File: src/verilog/imd_regs.svh
`ifndef IMD_REGS_SVH
`define IMD_REGS_SVH
`define IMD_HIGH_BANK  4'hf
`define IMD_LOW_BANK   4'h0
`define IMD_SHORT_FAR_CALL_LO   16'h0800
`define IMD_SHORT_FAR_CALL_HI   16'h0fff
`define IMD_PERIPHERAL_RAM_REGION_HI    16'hfcff
`define IMD_FAST_INTERNAL_RAM_LO    16'hfd00
`define IMD_FAST_INTERNAL_RAM_HI    16'hfeff
`define IMD_SHORT_LO   16'hfd20
`define IMD_GPR_LO     16'hfe80
`define IMD_MSCW_LO    16'hfe06
`define IMD_MSCW_HI    16'hfe39
`define IMD_MSCW_GAP0  15'h7f11
`define IMD_MSCW_GAP1  15'h7f15
`define IMD_MSCW_GAP2  15'h7f18
`define IMD_SFR_LO     16'hff00
`define IMD_XSFR_LO    16'hffd0
`define IMD_XSFR_HI    16'hffdf
`define IMD_SIZE_OFS   16'hfffc
`define IMD_SIZE_RST   8'hff
`define IMD_ROM_MSB    5
`define IMD_ROM_LSB    4
`define IMD_RAM_MSB    1
`define IMD_RAM_LSB    0
`define IMD_RAM_BASE0  16'hd600
`define IMD_RAM_BASE1  16'heb00
`define IMD_RAM_BASE2  16'he500
`define IMD_RAM_BASE3  16'hdf00
`define IMD_ROM_TOP0   20'h40000
`define IMD_ROM_TOP1   20'h18000
`define IMD_ROM_TOP2   20'h20000
`define IMD_ROM_TOP3   20'h30000
`define IMD_PERIPHERAL_RAM_REGION_FETCH_CLKS 2
`endif

File: src/verilog/imd_pkg.sv
package imd_pkg;
  typedef logic [19:0] imd_addr_t;
  typedef logic [1:0]  imd_size_t;
  typedef enum logic [2:0] {
    rg_none, rg_rom, rg_peripheral_ram_region, rg_fast_internal_ram, rg_sfr, rg_xsfr, rg_ext
  } imd_region_e;
  typedef enum logic [1:0] {st_idle, st_wait, st_hung} imd_state_e;
endpackage : imd_pkg

File: src/verilog/imd_dec_if.sv
`timescale 1ns/1ns
`default_nettype none
interface imd_dec_if;
  import imd_pkg::*;
  imd_addr_t   addr;
  logic        loc_high;
  imd_size_t   rom_sel;
  imd_size_t   ram_sel;
  logic        ext_en;
  imd_region_e region;
  logic        short_far_call;
  logic        short_ok;
  logic        gpr;
  logic        mscw;
  modport dec (input addr, loc_high, rom_sel, ram_sel, ext_en,
               output region, short_far_call, short_ok, gpr, mscw);
  modport top (output addr, loc_high, rom_sel, ram_sel, ext_en,
               input region, short_far_call, short_ok, gpr, mscw);
endinterface : imd_dec_if
`default_nettype wire

File: src/verilog/imd_region_dec.sv
`timescale 1ns/1ns
`default_nettype none
`include "imd_regs.svh"
module imd_region_dec
  import imd_pkg::*;
(
  imd_dec_if.dec d
);
  logic [15:0] lo;
  logic        in_bank;
  logic [15:0] ram_base;
  imd_addr_t   rom_top;

  assign lo      = d.addr[15:0];
  // data area sits in bank 0 or bank f
  assign in_bank = d.addr[19:16] == (d.loc_high ? `IMD_HIGH_BANK : `IMD_LOW_BANK);

  always_comb begin
    case (d.ram_sel)
      2'h0:    ram_base = `IMD_RAM_BASE0;
      2'h1:    ram_base = `IMD_RAM_BASE1;
      2'h2:    ram_base = `IMD_RAM_BASE2;
      default: ram_base = `IMD_RAM_BASE3;
    endcase
    case (d.rom_sel)
      2'h0:    rom_top = `IMD_ROM_TOP0;
      2'h1:    rom_top = `IMD_ROM_TOP1;
      2'h2:    rom_top = `IMD_ROM_TOP2;
      default: rom_top = `IMD_ROM_TOP3;
    endcase
  end

  // one select per address, data area checked first
  always_comb begin
    if (in_bank && lo >= `IMD_SFR_LO) begin
      if (d.ext_en && lo >= `IMD_XSFR_LO && lo <= `IMD_XSFR_HI)
        d.region = rg_xsfr;
      else
        d.region = rg_sfr;
    end else if (in_bank && lo >= `IMD_FAST_INTERNAL_RAM_LO && lo <= `IMD_FAST_INTERNAL_RAM_HI) begin
      d.region = rg_fast_internal_ram;
    end else if (in_bank && lo >= ram_base && lo <= `IMD_PERIPHERAL_RAM_REGION_HI) begin
      d.region = rg_peripheral_ram_region;
    end else if (d.addr < rom_top) begin
      d.region = rg_rom;
    end else if (d.ext_en) begin
      d.region = rg_ext;
    end else begin
      d.region = rg_none;
    end
  end

  assign d.short_far_call    = d.addr[19:16] == 4'h0 && lo >= `IMD_SHORT_FAR_CALL_LO
                      && lo <= `IMD_SHORT_FAR_CALL_HI;
  assign d.short_ok = in_bank && lo >= `IMD_SHORT_LO && lo <= `IMD_FAST_INTERNAL_RAM_HI;
  assign d.gpr      = in_bank && lo >= `IMD_GPR_LO && lo <= `IMD_FAST_INTERNAL_RAM_HI;
  assign d.mscw     = in_bank && lo >= `IMD_MSCW_LO && lo <= `IMD_MSCW_HI
                      && lo[15:1] != `IMD_MSCW_GAP0 && lo[15:1] != `IMD_MSCW_GAP1
                      && lo[15:1] != `IMD_MSCW_GAP2;
endmodule : imd_region_dec
`default_nettype wire

File: src/verilog/imd_memory_map.sv
`timescale 1ns/1ns
`default_nettype none
`include "imd_regs.svh"
// Summary of operation
// - decode 00800H..00FFFH as the short far call entry region
// - data area ends at 0FFFFH low placement, top of 1 MB high placement
// - placement taken once after reset, later selections ignored until reset
// - data area wins over any other region at the same address
// - fast RAM 0FD00H..0FEFFH, peripheral RAM from RAM base to 0FCFFH
// - high placement relocates RAM and special registers by 0F0000H
// - short direct addressing reaches only FD20H..FEFFH
// - FE80H..FEFFH reserved for general register banks
// - FE06H..FE39H macro service words, except pairs FE22H, FE2AH, FE30H
// - peripheral RAM fetch gives one byte every two clocks
// - 0FF00H..0FFFFH is the special register space
// - unpopulated special register access hangs until reset
// - expansion mode routes 0FFD0H..0FFDFH to the external bus
// - external special register cycles look like external memory cycles
// - external space reachable only as expansion mode allows
// - memory size select resets to FFH, written by byte operations
// - bits 5:4 pick ROM size 256, 96, 128 or 192 KB
// - bits 1:0 pick RAM size 10496, 5120, 6656 or 8192 bytes
module imd_memory_map
  import imd_pkg::*;
#(
  parameter logic [255:0] SFR_POPULATED = {256{1'b1}}
) (
  // clock and reset
  input  wire logic        clk,
  input  wire logic        resetn,
  input  wire logic        clk_en,
  // placement selection
  input  wire logic        loc_req,
  input  wire logic        loc_high,
  // expansion mode register setting
  input  wire logic        ext_en,
  // cpu access request
  input  wire logic        acc_req,
  input  wire imd_addr_t   acc_addr,
  input  wire logic        acc_write,
  input  wire logic        acc_byte,
  input  wire logic        acc_fetch,
  input  wire logic        acc_short,
  input  wire logic [7:0]  acc_wdata,
  // access answer
  output logic             acc_ready,
  output logic             ans_valid,
  output imd_region_e      ans_region,
  output logic [7:0]       ans_rdata,
  output logic             ext_cycle,
  output logic             short_far_call_hit,
  output logic             gpr_hit,
  output logic             mscw_hit,
  output logic             short_err,
  output logic             fetch_err,
  // configuration state
  output logic             loc_done,
  output logic             loc_is_high,
  output logic [7:0]       mem_size_sel,
  output logic             hung
);
  // ****************************************
  // decode
  // ****************************************
  imd_dec_if dif ();
  imd_region_dec u_dec (.d(dif));

  logic      loc_done_reg, loc_done_next;
  logic      loc_high_reg, loc_high_next;
  imd_size_t rom_sel_reg, rom_sel_next;
  imd_size_t ram_sel_reg, ram_sel_next;

  assign dif.addr     = acc_addr;
  assign dif.loc_high = loc_high_reg;
  assign dif.rom_sel  = rom_sel_reg;
  assign dif.ram_sel  = ram_sel_reg;
  assign dif.ext_en   = ext_en;

  logic take;
  logic size_hit;
  logic unpop;
  logic peripheral_ram_region_fetch;

  assign take       = clk_en && acc_req && acc_ready;
  assign size_hit   = dif.region == rg_sfr && acc_addr[15:0] == `IMD_SIZE_OFS;
  assign unpop      = dif.region == rg_sfr && !SFR_POPULATED[acc_addr[7:0]];
  assign peripheral_ram_region_fetch = acc_fetch && dif.region == rg_peripheral_ram_region;

  // ****************************************
  // configuration
  // ****************************************
  always_comb begin
    loc_done_next = loc_done_reg;
    loc_high_next = loc_high_reg;
    rom_sel_next  = rom_sel_reg;
    ram_sel_next  = ram_sel_reg;
    if (clk_en && loc_req && !loc_done_reg) begin
      loc_done_next = 1'b1;
      loc_high_next = loc_high;
    end
    if (take && acc_write && acc_byte && size_hit) begin
      rom_sel_next = acc_wdata[`IMD_ROM_MSB:`IMD_ROM_LSB];
      ram_sel_next = acc_wdata[`IMD_RAM_MSB:`IMD_RAM_LSB];
    end
  end

  always_ff @(posedge clk or negedge resetn) begin
    if (!resetn) begin
      loc_done_reg <= 1'b0;
      loc_high_reg <= 1'b0;
      rom_sel_reg  <= 2'(`IMD_SIZE_RST >> `IMD_ROM_LSB);
      ram_sel_reg  <= 2'(`IMD_SIZE_RST >> `IMD_RAM_LSB);
    end else begin
      loc_done_reg <= loc_done_next;
      loc_high_reg <= loc_high_next;
      rom_sel_reg  <= rom_sel_next;
      ram_sel_reg  <= ram_sel_next;
    end
  end

  // ****************************************
  // access sequencing
  // ****************************************
  imd_state_e  state_reg, state_next;
  logic        ready_reg, ready_next;
  logic        ans_reg, ans_next;
  imd_region_e region_reg, region_next;
  logic [7:0]  rdata_reg, rdata_next;
  logic        ext_reg, ext_next;
  logic        short_far_call_reg, short_far_call_next;
  logic        gpr_reg, gpr_next;
  logic        mscw_reg, mscw_next;
  logic        serr_reg, serr_next;
  logic        ferr_reg, ferr_next;
  logic        hung_reg, hung_next;

  always_comb begin
    state_next  = state_reg;
    ready_next  = ready_reg;
    ans_next    = 1'b0;
    region_next = region_reg;
    rdata_next  = rdata_reg;
    ext_next    = ext_reg;
    short_far_call_next  = short_far_call_reg;
    gpr_next    = gpr_reg;
    mscw_next   = mscw_reg;
    serr_next   = serr_reg;
    ferr_next   = ferr_reg;
    if (!clk_en) begin
      ans_next = ans_reg;
    end else begin
      case (state_reg)
        st_idle: begin
          if (take) begin
            region_next = dif.region;
            ext_next    = dif.region == rg_ext || dif.region == rg_xsfr;
            short_far_call_next  = dif.short_far_call;
            gpr_next    = dif.gpr;
            mscw_next   = dif.mscw;
            serr_next   = acc_short && !dif.short_ok;
            ferr_next   = acc_fetch && (dif.region == rg_fast_internal_ram
                          || dif.region == rg_sfr);
            rdata_next  = 8'h00;
            if (!acc_write && size_hit)
              rdata_next = {2'b11, rom_sel_reg, 2'b11, ram_sel_reg};
            if (unpop) begin
              state_next = st_hung;
              ready_next = 1'b0;
            end else if (peripheral_ram_region_fetch) begin
              state_next = st_wait;
              ready_next = 1'b0;
            end else begin
              ans_next = 1'b1;
            end
          end
        end
        st_wait: begin
          state_next = st_idle;
          ready_next = 1'b1;
          ans_next   = 1'b1;
        end
        st_hung: begin
          state_next = st_hung;
          ready_next = 1'b0;
        end
        default: begin
          state_next = st_idle;
          ready_next = 1'b1;
        end
      endcase
    end
    hung_next = state_next == st_hung;
  end

  always_ff @(posedge clk or negedge resetn) begin
    if (!resetn) begin
      state_reg  <= st_idle;
      ready_reg  <= 1'b1;
      ans_reg    <= 1'b0;
      region_reg <= rg_none;
      rdata_reg  <= 8'h00;
      ext_reg    <= 1'b0;
      short_far_call_reg  <= 1'b0;
      gpr_reg    <= 1'b0;
      mscw_reg   <= 1'b0;
      serr_reg   <= 1'b0;
      ferr_reg   <= 1'b0;
      hung_reg   <= 1'b0;
    end else begin
      state_reg  <= state_next;
      ready_reg  <= ready_next;
      ans_reg    <= ans_next;
      region_reg <= region_next;
      rdata_reg  <= rdata_next;
      ext_reg    <= ext_next;
      short_far_call_reg  <= short_far_call_next;
      gpr_reg    <= gpr_next;
      mscw_reg   <= mscw_next;
      serr_reg   <= serr_next;
      ferr_reg   <= ferr_next;
      hung_reg   <= hung_next;
    end
  end

  // ****************************************
  // outputs
  // ****************************************
  assign acc_ready    = ready_reg;
  assign ans_valid    = ans_reg;
  assign ans_region   = region_reg;
  assign ans_rdata    = rdata_reg;
  assign ext_cycle    = ext_reg;
  assign short_far_call_hit    = short_far_call_reg;
  assign gpr_hit      = gpr_reg;
  assign mscw_hit     = mscw_reg;
  assign short_err    = serr_reg;
  assign fetch_err    = ferr_reg;
  assign loc_done     = loc_done_reg;
  assign loc_is_high  = loc_high_reg;
  assign mem_size_sel = {2'b11, rom_sel_reg, 2'b11, ram_sel_reg};
  assign hung         = hung_reg;

  // access lands in the data bank of the chosen placement
  logic chk_bank;
  assign chk_bank = acc_addr[19:16] == (loc_high_reg ? `IMD_HIGH_BANK : `IMD_LOW_BANK);
endmodule : imd_memory_map
`default_nettype wire

File: config.mk
export PLATFORM = sky130hd
export DESIGN_NAME = imd_memory_map
export DESIGN_NICKNAME = d
export VERILOG_FILES = /design/src/verilog/imd_pkg.sv /design/src/verilog/imd_dec_if.sv /design/src/verilog/imd_region_dec.sv /design/src/verilog/imd_memory_map.sv
export VERILOG_INCLUDE_DIRS = /design/src /design/src/verilog
export SDC_FILE = /design/constraint.sdc
export NUM_CORES = 1
export LEC_CHECK = 0
export BUFFER_PORTS_ARGS = -buffer_cell sky130_fd_sc_hd__buf_2
export CORE_MARGIN = 4
export CORE_UTILIZATION = 30
export DETAILED_ROUTE_END_ITERATION = 7
export GPL_TIMING_DRIVEN = 0
export MAX_ROUTING_LAYER = met4
export PLACE_DENSITY = 0.63
export RECOVER_POWER = 100
export SYNTH_ARGS = -nofsm -noshare
export SYNTH_HDL_FRONTEND = slang
export SYNTH_SLANG_ARGS = --single-unit
File: constraint.sdc
create_clock -name clk -period 5.45 [get_ports clk]
set_clock_uncertainty 0.1 [all_clocks]
set_input_delay 0.2725 -clock clk [delete_from_list [all_inputs] [get_ports clk]]
set_output_delay 0.2725 -clock clk [all_outputs]
set_load 0.03 [all_outputs]
### Word level (Yosys, flattened, before mapping)

Memory sizes are Yosys's and may differ from the RTL's.
Cells that the tools add are included.

* flip-flop bits (word level): 28
* ROM bits: 256
* output and inout port bits: 30
* memories: 1

Memories
* (name not given): words 256, bits a word 1, rd ports 1, clocked after Yosys merged registers in 0, wr ports 0, line imd_memory_map.sv:86 `assign unpop = dif.region == rg_sfr && !SFR_POPULATED[acc_addr[7:0]];`

* magnitude comparators: 15
* eq/ne operators: 19
* mux-type cells: 24
* reductions and logical operators: 43

Operators with widths (count)
* $ge 16x16->1 const B: 6
* $le 16x16->1 const B: 4
* $pmux 19 s3: 1
* $ne 15x15->1 const B: 3
* $pmux 14 s3: 1
* $logic_and 1x1->1: 31
* $lt 20x19->1: 1
* $eq 16x16->1 const B: 1
* $ge 16x12->1 const B: 1
* $ge 16x16->1: 1
* $le 16x12->1 const B: 1
* $mux 3: 5
* $eq 3x3->1 const B: 3
* $lt 8x9->1 const B: 1
* $eq 2x2->1 const B: 4
* $mux 1: 8
* $mux 2: 4
* $mux 8: 1
* $eq 2x1->1 const B: 3
* $eq 3x2->1 const B: 2
* $logic_not 2->1: 3
* $reduce_and 3->1: 2
* $eq 4x4->1: 1
* $logic_not 1->1: 4
* other kinds (7): 9

### Depth between registers and ports, before layout

Gate-level depths: netlist of the first run.

* depth in word-level cells: 16
* mapped depth: 10
* depth with buffers taken out: 10

### Modules after synthesis

A second synthesis of the first run with hierarchy kept.

* cell total of the unflattened synthesis: 166
* area total of the unflattened synthesis: 1697.9 um^2

Modules (own cells, without submodules)
* imd_memory_map: times used 1, cells an instance 91, area an instance 1126.1 um^2, seq. area each 631.9 um^2
* imd_region_dec: times used 1, cells an instance 75, area an instance 571.8 um^2, seq. area each 0.0 um^2

### Worst setup path before layout of the first run

Ideal clock, no wire load.

* path type: input port to flip-flop
* from: input port acc_addr[19]
* to: register ram_sel_reg[0], in the netlist dif.ram_sel[0]
* library setup time: 82 ps
* arrival time: 2393 ps
* setup slack: 2874 ps
* cell stages on the path: 7
* buffers on the path: 2
* path through: or4_4 > o22a_1 > or3_1 > buf_2 > or4_4 > buf_6 > mux2_4

* cells in the longest elaborated chain, start to end: 9
* elaborated cells between the ends (all ways): 14
* classes of those cells: order compare (1); eq/ne (2); mux (4); reduce/logical (7)

RTL lines
* start, declared: line imd_memory_map.sv:39 `input wire imd_addr_t acc_addr,`
* branches (longest 5 deep; another with $lt 20x19->1)
* $mux 3 (*): line imd_region_dec.sv:35 `` if (in_bank && lo >= `IMD_SFR_LO) begin ``
* $eq 3x3->1 (*): line imd_memory_map.sv:85 `` assign size_hit = dif.region == rg_sfr && acc_addr[15:0] == `IMD_SIZE_OFS; ``
* $logic_and 1x1->1 (no line) (*)
* $logic_and 1x1->1 (*): line imd_memory_map.sv:101 `if (take && acc_write && acc_byte && size_hit) begin`
* end signal, assigned: line imd_memory_map.sv:112 `` ram_sel_reg <= 2'(`IMD_SIZE_RST >> `IMD_RAM_LSB); ``
* end signal, assigned: line imd_memory_map.sv:117 `ram_sel_reg <= ram_sel_next;`
* end, declared: line imd_memory_map.sv:71 `imd_size_t ram_sel_reg, ram_sel_next;`

Mark *: on every way between the ends.
A chain may end at the register's enable or synchronous reset.

### Worst setup path in the final report of the first run

* from: register ram_sel_reg[0], in the netlist dif.ram_sel[0]
* to: register ext_reg, in the netlist ext_cycle

* cells in the longest elaborated chain, start to end: 10
* elaborated cells between the ends (all ways): 13
* classes of those cells: order compare (1); eq/ne (4); mux (4); reduce/logical (4)

RTL lines
* $eq 2x2->1, or another cell as far along: line imd_region_dec.sv:19 `case (d.ram_sel)`
* $pmux 14 s3 (*): line imd_region_dec.sv:19
* $ge 16x16->1 (*): line imd_region_dec.sv:42 `` end else if (in_bank && lo >= ram_base && lo <= `IMD_PERIPHERAL_RAM_REGION_HI) begin ``
* $logic_and 1x1->1 (*): line imd_region_dec.sv:42
* $logic_and 1x1->1 (no line) (*)
* $mux 3 (*): line imd_region_dec.sv:42
* $mux 3 (*): line imd_region_dec.sv:40 `` end else if (in_bank && lo >= `IMD_FAST_INTERNAL_RAM_LO && lo <= `IMD_FAST_INTERNAL_RAM_HI) begin ``
* $mux 3 (*): line imd_region_dec.sv:35
* $eq 3x3->1: line imd_memory_map.sv:156 `ext_next = dif.region == rg_ext || dif.region == rg_xsfr;`
* $logic_or 1x1->1 (*): line imd_memory_map.sv:156
* end signal, assigned: line imd_memory_map.sv:215 `ext_reg <= ext_next;`
* end, declared: line imd_memory_map.sv:129 `logic ext_reg, ext_next;`

Every way passes the cells marked *; elsewhere a longest branch is shown, timed or not.

==> flow_metrics.py, run 1 <==
metrics = {
    "cells_and_area": {
        "num-nets-final": 290,
        "n_fill_cell": 566,
        "largest_register_ffs": 5,
        "post-route-util_pct": 38.7,
        "drive_gt1_share_pct": 21.1,
        "final_cells": 307,
        "synthToLayoutAreaGrowth_pct": 24.7,
        "antenna_cells": 0,
    },
    "power": {
        "finalPower_w": 0.000408,
        "p_leak_nw": 0.920,
        "powerDensity_nw_per_um2": 206,
        "ir_drop_uv": 95.2,
    },
    "logic_synthesis": {
        "synth_ff_type": "dfrtp_1",
        "synth_area_per_cell_um2": 9.33,
        "synth-seq-area-share_pct": 39.8,
        "synth_top_area_cell": "dfrtp_1",
        "yosysMostFrequentCell": "dfrtp_1",
        "synthesis.area_um2": 1590,
        "synth_cells": 170,
        "ys_ff_latch": 25,
        "async_flop_share_pct": 100,
        "yosysUniqueCellTypes": 45,
        "ys_warn_count": 0,
        "synth_enable_flop_cells": 0,
        "synthTopCellsByArea": "dfrtp_1 32%, ha_1 10%, dfstp_2 8.3%",
        "ys_top_cells_by_count": "20 x dfrtp_1, 19 x nand2_1, 13 x ha_1, 13 x nor2_1",
        "synth_top_area_share_pct": 31.5,
    },
    "global_route": {
        "grt-ovfl-total": 0,
        "grt_pass1_vias": 1398,
        "grt_use_total_pct": 13.2,
        "grt_max_degree": 26,
        "grt_pass1_wl_mm": 6.51,
        "antenna_found_initial": 0,
    },
    "setup_path": {
        "reg2reg_to": "ext_cycle",
        "cp.required_ns": 5.53,
        "rr_startpoint": "dif.ram_sel[0]",
        "worst-path-max-fanout": 6,
        "critPathCaptureType": "register",
        "critPathKind": "reg -> reg",
        "ff2ff_path_depth": 9,
        "rrSetupSlack_ns": 2.62,
        "cp-start-kind": "register",
        "crit_arrival_ns": 2.92,
    },
    "floorplan": {
        "die_h_um": 80.7,
        "pin_count": 69,
        "row_count": 26,
        "coreArea_um2": 5110,
        "initial_core_util_pct": 31.1,
        "die_area_um2": 6520,
        "die_width_um": 80.7,
    },
    "worst_hold_path": {
        "hold_path_depth": 2,
        "hp-class": "in -> reg",
        "min_to": "short_far_call_hit",
        "min-delay-start": "acc_addr[14]",
    },
    "timing": {
        "max_slew_margin_pct": 9.52,
        "hold_viol": 0,
        "fmax_mhz": 353,
        "min_period_ns": 2.83,
        "rsz0062_at_grt": "false",
        "period_share_pct": 52.0,
        "tightest_slew_ns": 1.36,
        "drv_slew": 0,
        "setup_ws_ns": 2.62,
        "finalSetupTns_ns": 0,
        "setup_violations": 0,
    },
    "placement": {
        "post-dp-hpwl_mm": 3.36,
        "place_ws_ns": 2.53,
        "place_congestion": 0.835,
        "place_inst": 302,
        "place.port_buffers": 59,
    },
    "route": {
        "ant_nets": 0,
        "drc": 0,
        "via_count": 1435,
        "wl_mm": 4.07,
        "wl_per_cell_um": 13.2,
        "drt_iter0_drc": 61,
        "vias_per_cell": 4.67,
        "firstDrtPassIters": 4,
    },
    "cts": {
        "cts_tree": "done",
        "post_cts_resized": 0,
        "clk_latency_ns": 0.28,
        "cts_buffer_depth": 2,
        "h-tree-depth": 1,
        "cts.root.buffer_cell": "clkbuf_8",
        "clock-sinks": 25,
        "clk_pin_slew_ns": 0.09,
        "cts-buffers-inserted": 3,
    },
    "outcome": {
        "status": "finished, final reports clean",
    },
    "job": {
        "drv_cap": 0,
    },
}
-- timing repair --
item | 4_1_cts | 5_1_grt
endpoints found under the hold margin | 20 | 0
hold buffers | 1 | 0
buffers inserted | 0 | 0
-- through the flow --
step	hold slack (ns)	cell area (um^2)
6_report	0.100	1980
5_1_grt	0.0925	1980
4_1_cts	0.0914	2040
3_5_place_dp	0.205	1980
3_3_place_gp	0.200	1980
2_1_floorplan	-0.123	1600
-- how the worst max path moves through the flow --
stage                              start        endpoint  slack, ns  cells after the start
after floorplan             acc_addr[19]  dif.ram_sel[0]       2.87                      7
after global placement      acc_addr[19]    ans_rdata[0]       2.54                      7
after detailed placement    acc_addr[19]    ans_rdata[1]       2.53                      7
after CTS                 dif.ram_sel[1]       ext_cycle       2.65                      9
after global routing      dif.ram_sel[0]       ext_cycle       2.31                      9
final                     dif.ram_sel[0]       ext_cycle       2.62                      9
-- cells in the final DEF, fill, tap and decap left out, types with 2 or more instances in the layout --
| master | netlist | final |
|---|---|---|
| clkbuf_1 | 3 | 33 |
| buf_2 | 1 | 31 |
| dfrtp_1 | 20 | 20 |
| nand2_1 | 19 | 19 |
| nor2_1 | 13 | 13 |
| ha_1 | 13 | 13 |
| inv_1 | 11 | 11 |
| o21ai_0 | 11 | 11 |
| nand3_1 | 7 | 7 |
| buf_4 | 7 | 7 |
| or3_1 | 5 | 5 |
| a22o_1 | 5 | 5 |
| a21oi_1 | 4 | 4 |
| conb_1 | 1 | 4 |
| nand2b_1 | 3 | 3 |
| nor3_1 | 3 | 3 |
| nor2b_1 | 3 | 3 |
| clkbuf_8 | 0 | 3 |
| dfstp_2 | 5 | 3 |
| nor4b_1 | 2 | 2 |
| nand4_1 | 2 | 2 |
| a211oi_1 | 2 | 2 |
| or4_1 | 0 | 2 |
| nor4_1 | 2 | 2 |
| mux2_1 | 0 | 2 |
| mux2_4 | 4 | 2 |
| o21bai_1 | 2 | 2 |
| dfstp_1 | 0 | 2 |
-- kinds of logic (layout without fill, tap and decap cells) --
| kind of cell | after synthesis | after routing | synth area share (%) |
|---|---|---|---|
| other | 1 | 4 | 0.236 |
| AOI/OAI and AO/OA | 38 | 38 | 16.3 |
| adders and majority gates | 13 | 13 | 10.3 |
| buffers and inverters | 23 | 87 | 7.65 |
| xor gates and xnor gates | 1 | 1 | 0.552 |
| muxes | 5 | 5 | 4.50 |
| and+or+nand+nor | 64 | 64 | 20.7 |
| DFF | 25 | 25 | 39.8 |
-- critical path: stages (launching register included) --
cell	delay, ns
dfstp_1	0.64
inv_1	0.10
ha_1	0.31
inv_1	0.05
ha_1	0.28
a211oi_1	0.25
o21ai_0	0.11
o21ai_0	0.46
a31oi_1	0.20
o31ai_1	0.26
-- layer usage --
| layer | global-route usage [%] | up-vias | part of all wire (%) |
|---|---|---|---|
| met2 | 20.6 | 46 | 45 |
| met3 | 0.785 | 5 | 5.5 |
| met5 | - | - | 0 |
| met1 | 17.9 | 653 | 48 |
| li1 | - | 731 | - |
| met4 | 5.07 | 0 | 1.7 |
-- report_power, final --
group	internal, W	total [W]	leakage, nW	switching [W]
combinational	0.0000299	0.0000903	0.578	0.0000604
clock	0.0000513	0.000113	0.0255	0.0000614
sequential	0.000197	0.000205	0.316	0.00000808
-- area by class of cell --
| class | count | area (um^2) | area share, % |
|---|---|---|---|
| well taps | 70 | 87.6 | 4.43 |
| inverters | 11 | 41.3 | 2.09 |
| clock buffers | 3 | 41.3 | 2.09 |
| flip-flops and latches | 25 | 632 | 31.9 |
| plain buffers | 12 | 71.3 | 3.61 |
| multi-input cells | 125 | 830 | 41.9 |
| clock inverters | 1 | 5.00 | 0.253 |
| repair buffers | 60 | 270 | 13.7 |
(Power assumes the default switching activity.)
==> run 2, diff against run 1 <==
==> constraint.sdc (replaced) <==
create_clock -name clk -period 2.8 [get_ports clk]
set_clock_uncertainty 0.1 [all_clocks]
set_input_delay 0.14 -clock clk [delete_from_list [all_inputs] [get_ports clk]]
set_output_delay 0.14 -clock clk [all_outputs]
set_load 0.03 [all_outputs]
==> flow_metrics.py, run 2 (synthesized netlist as in run 1, its figures left out) <==
metrics = {
    "cells_and_area": {
        "design_area_um2": 2070,
        "most-common-layout-cells": "32 x clkbuf_1, 32 x buf_2, 20 x dfrtp_1",
        "largest_register_ffs": 5,
        "synthToLayoutAreaGrowth_pct": 30.3,
        "antenna_cells": 0,
        "drive_gt1_share_pct": 22.0,
        "n_fill_cell": 561,
        "num-nets-final": 298,
        "post-route-util_pct": 40.5,
    },
    "placement": {
        "place_ws_ns": 0.0158,
        "post_dp_cell_area_um2": 1980,
        "place.port_buffers": 59,
        "post-dp-hpwl_mm": 3.36,
        "place_congestion": 0.835,
    },
    "global_route": {
        "antenna_found_initial": 0,
        "grt_pass1_vias": 1425,
        "grt_max_degree": 26,
        "grt_use_total_pct": 13.3,
        "grt_pass1_wl_mm": 6.59,
        "grt-ovfl-total": 0,
    },
    "route": {
        "drc": 0,
        "wl_mm": 4.12,
        "via_count": 1467,
        "ant_nets": 0,
        "drt_iter0_drc": 55,
        "wl_per_cell_um": 13.1,
        "vias_per_cell": 4.66,
        "firstDrtPassIters": 4,
    },
    "setup_path": {
        "critPathKind": "in -> reg",
        "path_cells": "buf_2 > or4_4 > o22a_1 > or3_1 > clkbuf_1 > nor4_1 > a22o_1",
        "cp-start-kind": "input port",
        "critPathCaptureType": "register",
        "cp.required_ns": 2.92,
        "worst-path-max-fanout": 8,
        "crit_path_max_incr_delay_ns": 0.83,
        "crit_path_top_delay_cell": "nor4_1",
        "crit_arrival_ns": 2.63,
        "rrSetupSlack_ns": 0.30,
    },
    "floorplan": {
        "die_area_um2": 6520,
        "coreArea_um2": 5110,
        "row_count": 26,
        "die_h_um": 80.7,
        "initial_core_util_pct": 31.1,
        "die_width_um": 80.7,
        "pin_count": 69,
    },
    "power": {
        "p_leak_nw": 0.957,
        "powerDensity_nw_per_um2": 389,
        "ir_drop_uv": 185,
    },
    "timing": {
        "hold_viol": 0,
        "period_share_pct": 89.7,
        "fmax_mhz": 398,
        "tightest_slew_ns": 1.35,
        "min_period_ns": 2.51,
        "max_slew_margin_pct": 9.76,
        "drv_slew": 0,
        "setup_ws_ns": 0.289,
        "finalSetupTns_ns": 0,
        "rsz0062_at_grt": "false",
        "hold_slack_ns": 0.0237,
        "setup_violations": 0,
    },
    "cts": {
        "cts_buffer_depth": 2,
        "clk_latency_ns": 0.28,
        "post_cts_buffers": 0,
        "cts.root.buffer_cell": "clkbuf_8",
        "cts-buffers-inserted": 3,
        "h-tree-depth": 1,
        "clk_pin_slew_ns": 0.09,
        "cts_tree": "done",
        "clock-sinks": 25,
    },
    "outcome": {
        "status": "finished, final reports clean",
    },
    "job": {
        "drv_cap": 0,
    },
    "worst_hold_path": {
        "hp-class": "in -> reg",
    },
}
## run 2: cell type report
type                    instances  area [um^2]  share of cell area (%)
multi-input cells             125          837                    40.5
flip-flops and latches         25          632                    30.6
clock buffers                   3         41.3                    2.00
well taps                      70         87.6                    4.24
repair buffers                 68          352                    17.0
plain buffers                  12         71.3                    3.45
clock inverters                 1         5.00                   0.242
inverters                      11         41.3                    2.00
## run 2: power breakdown
group	total [W]	internal [W]	switching, W	leakage (nW)
combinational	0.000186	0.0000659	0.000120	0.616
sequential	0.000399	0.000383	0.0000155	0.316
clock	0.000220	0.0000998	0.000120	0.0255
total	0.000804	0.000549	0.000255	0.957
## run 2: worst paths after layout
check	start	end	depth (start not counted)
min reg2reg	fetch_err	fetch_err	2
min	acc_fetch	fetch_err	3
max reg2reg	dif.ram_sel[1]	ext_cycle	9
max	acc_addr[19]	ans_rdata[1]	7
max in group asynchronous	resetn	short_far_call_hit	2
min in group asynchronous	resetn	hung	2
## run 2: repair_timing
item	CTS	global route
hold buffers	9	0
endpoints found under the setup margin	0	6
endpoints found under the hold margin	28	0
resized for setup	0	2
## run 2: routing by layer
layer / track usage (%) / wire (um) / up-vias
met5: - / 0 / -
met4: 5.07 / 68 / 0
met3: 0.785 / 232 / 5
met2: 21.2 / 1860 / 48
met1: 17.8 / 1960 / 666
li1: - / - / 748
## run 2: metrics by stage
step                power [W]  instances
detailed placement   0.000590        302
finish               0.000804        315
CTS                  0.000821        315
global placement     0.000586        302
global route         0.000849        315
floorplan            0.000510        173
## run 2: critical path: cells and delay by family
family	cells	cell delay [ns]
AO/OA/AOI/OAI	2	0.47
AND/OR/NAND/NOR	3	1.72
buffers and inverters	2	0.30
==> run 3, diff against run 2 <==
--- a/config.mk
+++ b/config.mk
@@ -6,13 +6,15 @@
 export SDC_FILE = /design/constraint.sdc
 export NUM_CORES = 1
 export LEC_CHECK = 0
-export BUFFER_PORTS_ARGS = -buffer_cell sky130_fd_sc_hd__buf_2
+export BUFFER_PORTS_ARGS = -buffer_cell sky130_fd_sc_hd__buf_4
+export CELL_PAD_IN_SITES_DETAIL_PLACEMENT = 1
+export CELL_PAD_IN_SITES_GLOBAL_PLACEMENT = 1
 export CORE_MARGIN = 4
 export CORE_UTILIZATION = 30
 export DETAILED_ROUTE_END_ITERATION = 7
 export GPL_TIMING_DRIVEN = 0
 export MAX_ROUTING_LAYER = met4
-export PLACE_DENSITY = 0.63
+export PLACE_DENSITY = 0.79
 export RECOVER_POWER = 100
 export SYNTH_ARGS = -nofsm -noshare
 export SYNTH_HDL_FRONTEND = slang
==> flow_metrics.py, run 3 (synthesized netlist as in run 1, its figures left out) <==
metrics = {
    "setup_path": {
        "ff2ff_path_depth": 9,
        "endpoint": "ext_cycle",
        "cp-start-kind": "register",
        "worst-path-max-fanout": 6,
        "rrSetupSlack_ns": 0.27,
        "crit_arrival_ns": 2.62,
        "cp.required_ns": 2.88,
        "rr_startpoint": "dif.ram_sel[1]",
        "critPathCaptureType": "register",
        "worstSetupStartpoint": "dif.ram_sel[1]",
        "reg2reg_to": "ext_cycle",
        "critPathKind": "reg -> reg",
    },
    "cells_and_area": {
        "most-common-layout-cells": "42 x buf_4, 30 x clkbuf_1, 20 x dfrtp_1",
        "final_common_cell": "buf_4",
        "drive_gt1_share_pct": 21.7,
        "n_fill_cell": 648,
        "synthToLayoutAreaGrowth_pct": 35.1,
        "antenna_cells": 0,
        "multi_input_area_um2": 833,
        "num-nets-final": 297,
        "largest_register_ffs": 5,
        "regArea_um2": 632,
    },
    "timing": {
        "tightest_slew_ns": 1.36,
        "setup_violations": 0,
        "period_share_pct": 90.5,
        "finalSetupTns_ns": 0,
        "drv_slew": 0,
        "hold_viol": 0,
        "rsz0062_at_grt": "false",
        "min_period_ns": 2.53,
        "max_slew_margin_pct": 9.59,
        "fmax_mhz": 395,
    },
    "cts": {
        "post_cts_buffers": 0,
        "cts_tree": "done",
        "clk_pin_slew_ns": 0.09,
        "cts-buffers-inserted": 3,
        "h-tree-depth": 1,
        "cts.root.buffer_cell": "clkbuf_8",
        "cts_buffer_depth": 2,
        "clk_latency_ns": 0.27,
        "clock-sinks": 25,
    },
    "route": {
        "drc": 0,
        "wl_mm": 4.56,
        "firstDrtPassIters": 4,
        "ant_nets": 0,
        "via_count": 1521,
        "wl_per_cell_um": 14.5,
        "drt_iter0_drc": 47,
        "vias_per_cell": 4.84,
    },
    "global_route": {
        "grt_max_degree": 26,
        "grt_use_total_pct": 15.0,
        "grt_pass1_vias": 1571,
        "grt-ovfl-total": 0,
        "grt_pass1_wl_mm": 7.31,
        "antenna_found_initial": 0,
    },
    "outcome": {
        "status": "finished, final reports clean",
    },
    "floorplan": {
        "die_h_um": 80.7,
        "initial_core_util_pct": 31.1,
        "die_width_um": 80.7,
        "coreArea_um2": 5110,
        "die_area_um2": 6520,
        "pin_count": 69,
        "row_count": 26,
    },
    "placement": {
        "place_congestion": 0.822,
        "post-dp-hpwl_mm": 3.76,
        "place.port_buffers": 59,
    },
    "power": {
        "ir_drop_uv": 191,
        "powerDensity_nw_per_um2": 379,
        "finalPower_w": 0.000813,
        "p_leak_nw": 0.991,
    },
    "job": {
        "drv_cap": 0,
    },
    "worst_hold_path": {
        "hp-class": "in -> reg",
    },
}
-- run 3: changes by cell type in the layout (fill, tap and decap cells not counted), moves of 2 or more --
cell	change
buf_2	-32
buf_4	+35
clkbuf_1	-2
dfstp_1	+2
dfstp_2	-2
-- run 3: layer usage --
layer / share of wire (%) / global-route usage, % / vias to the layer above
li1: - / - / 746
met1: 43 / 17.7 / 727
met2: 51 / 26.3 / 43
met3: 4.7 / 1.57 / 5
met4: 1.3 / 5.07 / 0
met5: 0 / - / -
-- run 3: worst min-delay path by stage --
stage	cells after the start	from	slack, ns	to
after floorplan	0	resetn	-0.26	ans_rdata[0]
after global placement	1	resetn	-0.03	fetch_err
after detailed placement	1	resetn	-0.03	ans_valid
after CTS	2	acc_wdata[0]	0.00006	dif.ram_sel[0]
after global routing	3	acc_fetch	0.003	fetch_err
final	3	acc_fetch	0.003	fetch_err
-- run 3: critical path: stages, from the launching register on --
cell      delay [ns]
dfstp_2         0.60
inv_1           0.08
ha_1            0.30
inv_1           0.05
ha_1            0.28
a211oi_1        0.25
o21ai_0         0.14
o21ai_2         0.24
a31oi_1         0.15
o31ai_1         0.26
-- run 3: report_power, final --
group          total [W]  switching (W)  internal [W]
combinational   0.000198       0.000121     0.0000768
sequential      0.000397      0.0000144      0.000383
clock           0.000218       0.000116      0.000102
-- run 3: repair_timing --
item,in CTS,in global routing
resized for setup,1,1
pin swaps,0,0
endpoints found under the hold margin,31,1
endpoints found under the setup margin,3,3
hold buffers,7,1
-- run 3: area by class of cell --
type	instances	area share, %
inverters	11	1.93
multi-input cells	125	38.9
clock buffers	4	2.10
repair buffers	67	20.2
flip-flops and latches	25	29.5
well taps	70	4.09
plain buffers	12	3.33
-- run 3: stage by stage --
| step | utilization (%) | setup slack (ns) | instances | cell area (um^2) | hold slack, ns |
|---|---|---|---|---|---|
| CTS | 43.9 | 0.0828 | 313 | 2240 | 0.0000575 |
| global placement | 41.7 | 0.0300 | 302 | 2130 | -0.0341 |
| finish | 42.0 | 0.265 | 314 | 2140 | 0.00271 |
| floorplan | - | 0.267 | 173 | 1600 | -0.256 |
| detailed placement | 41.7 | -0.0728 | 302 | 2130 | -0.0346 |
| global route | 42.0 | 0.0443 | 314 | 2140 | 0.00324 |
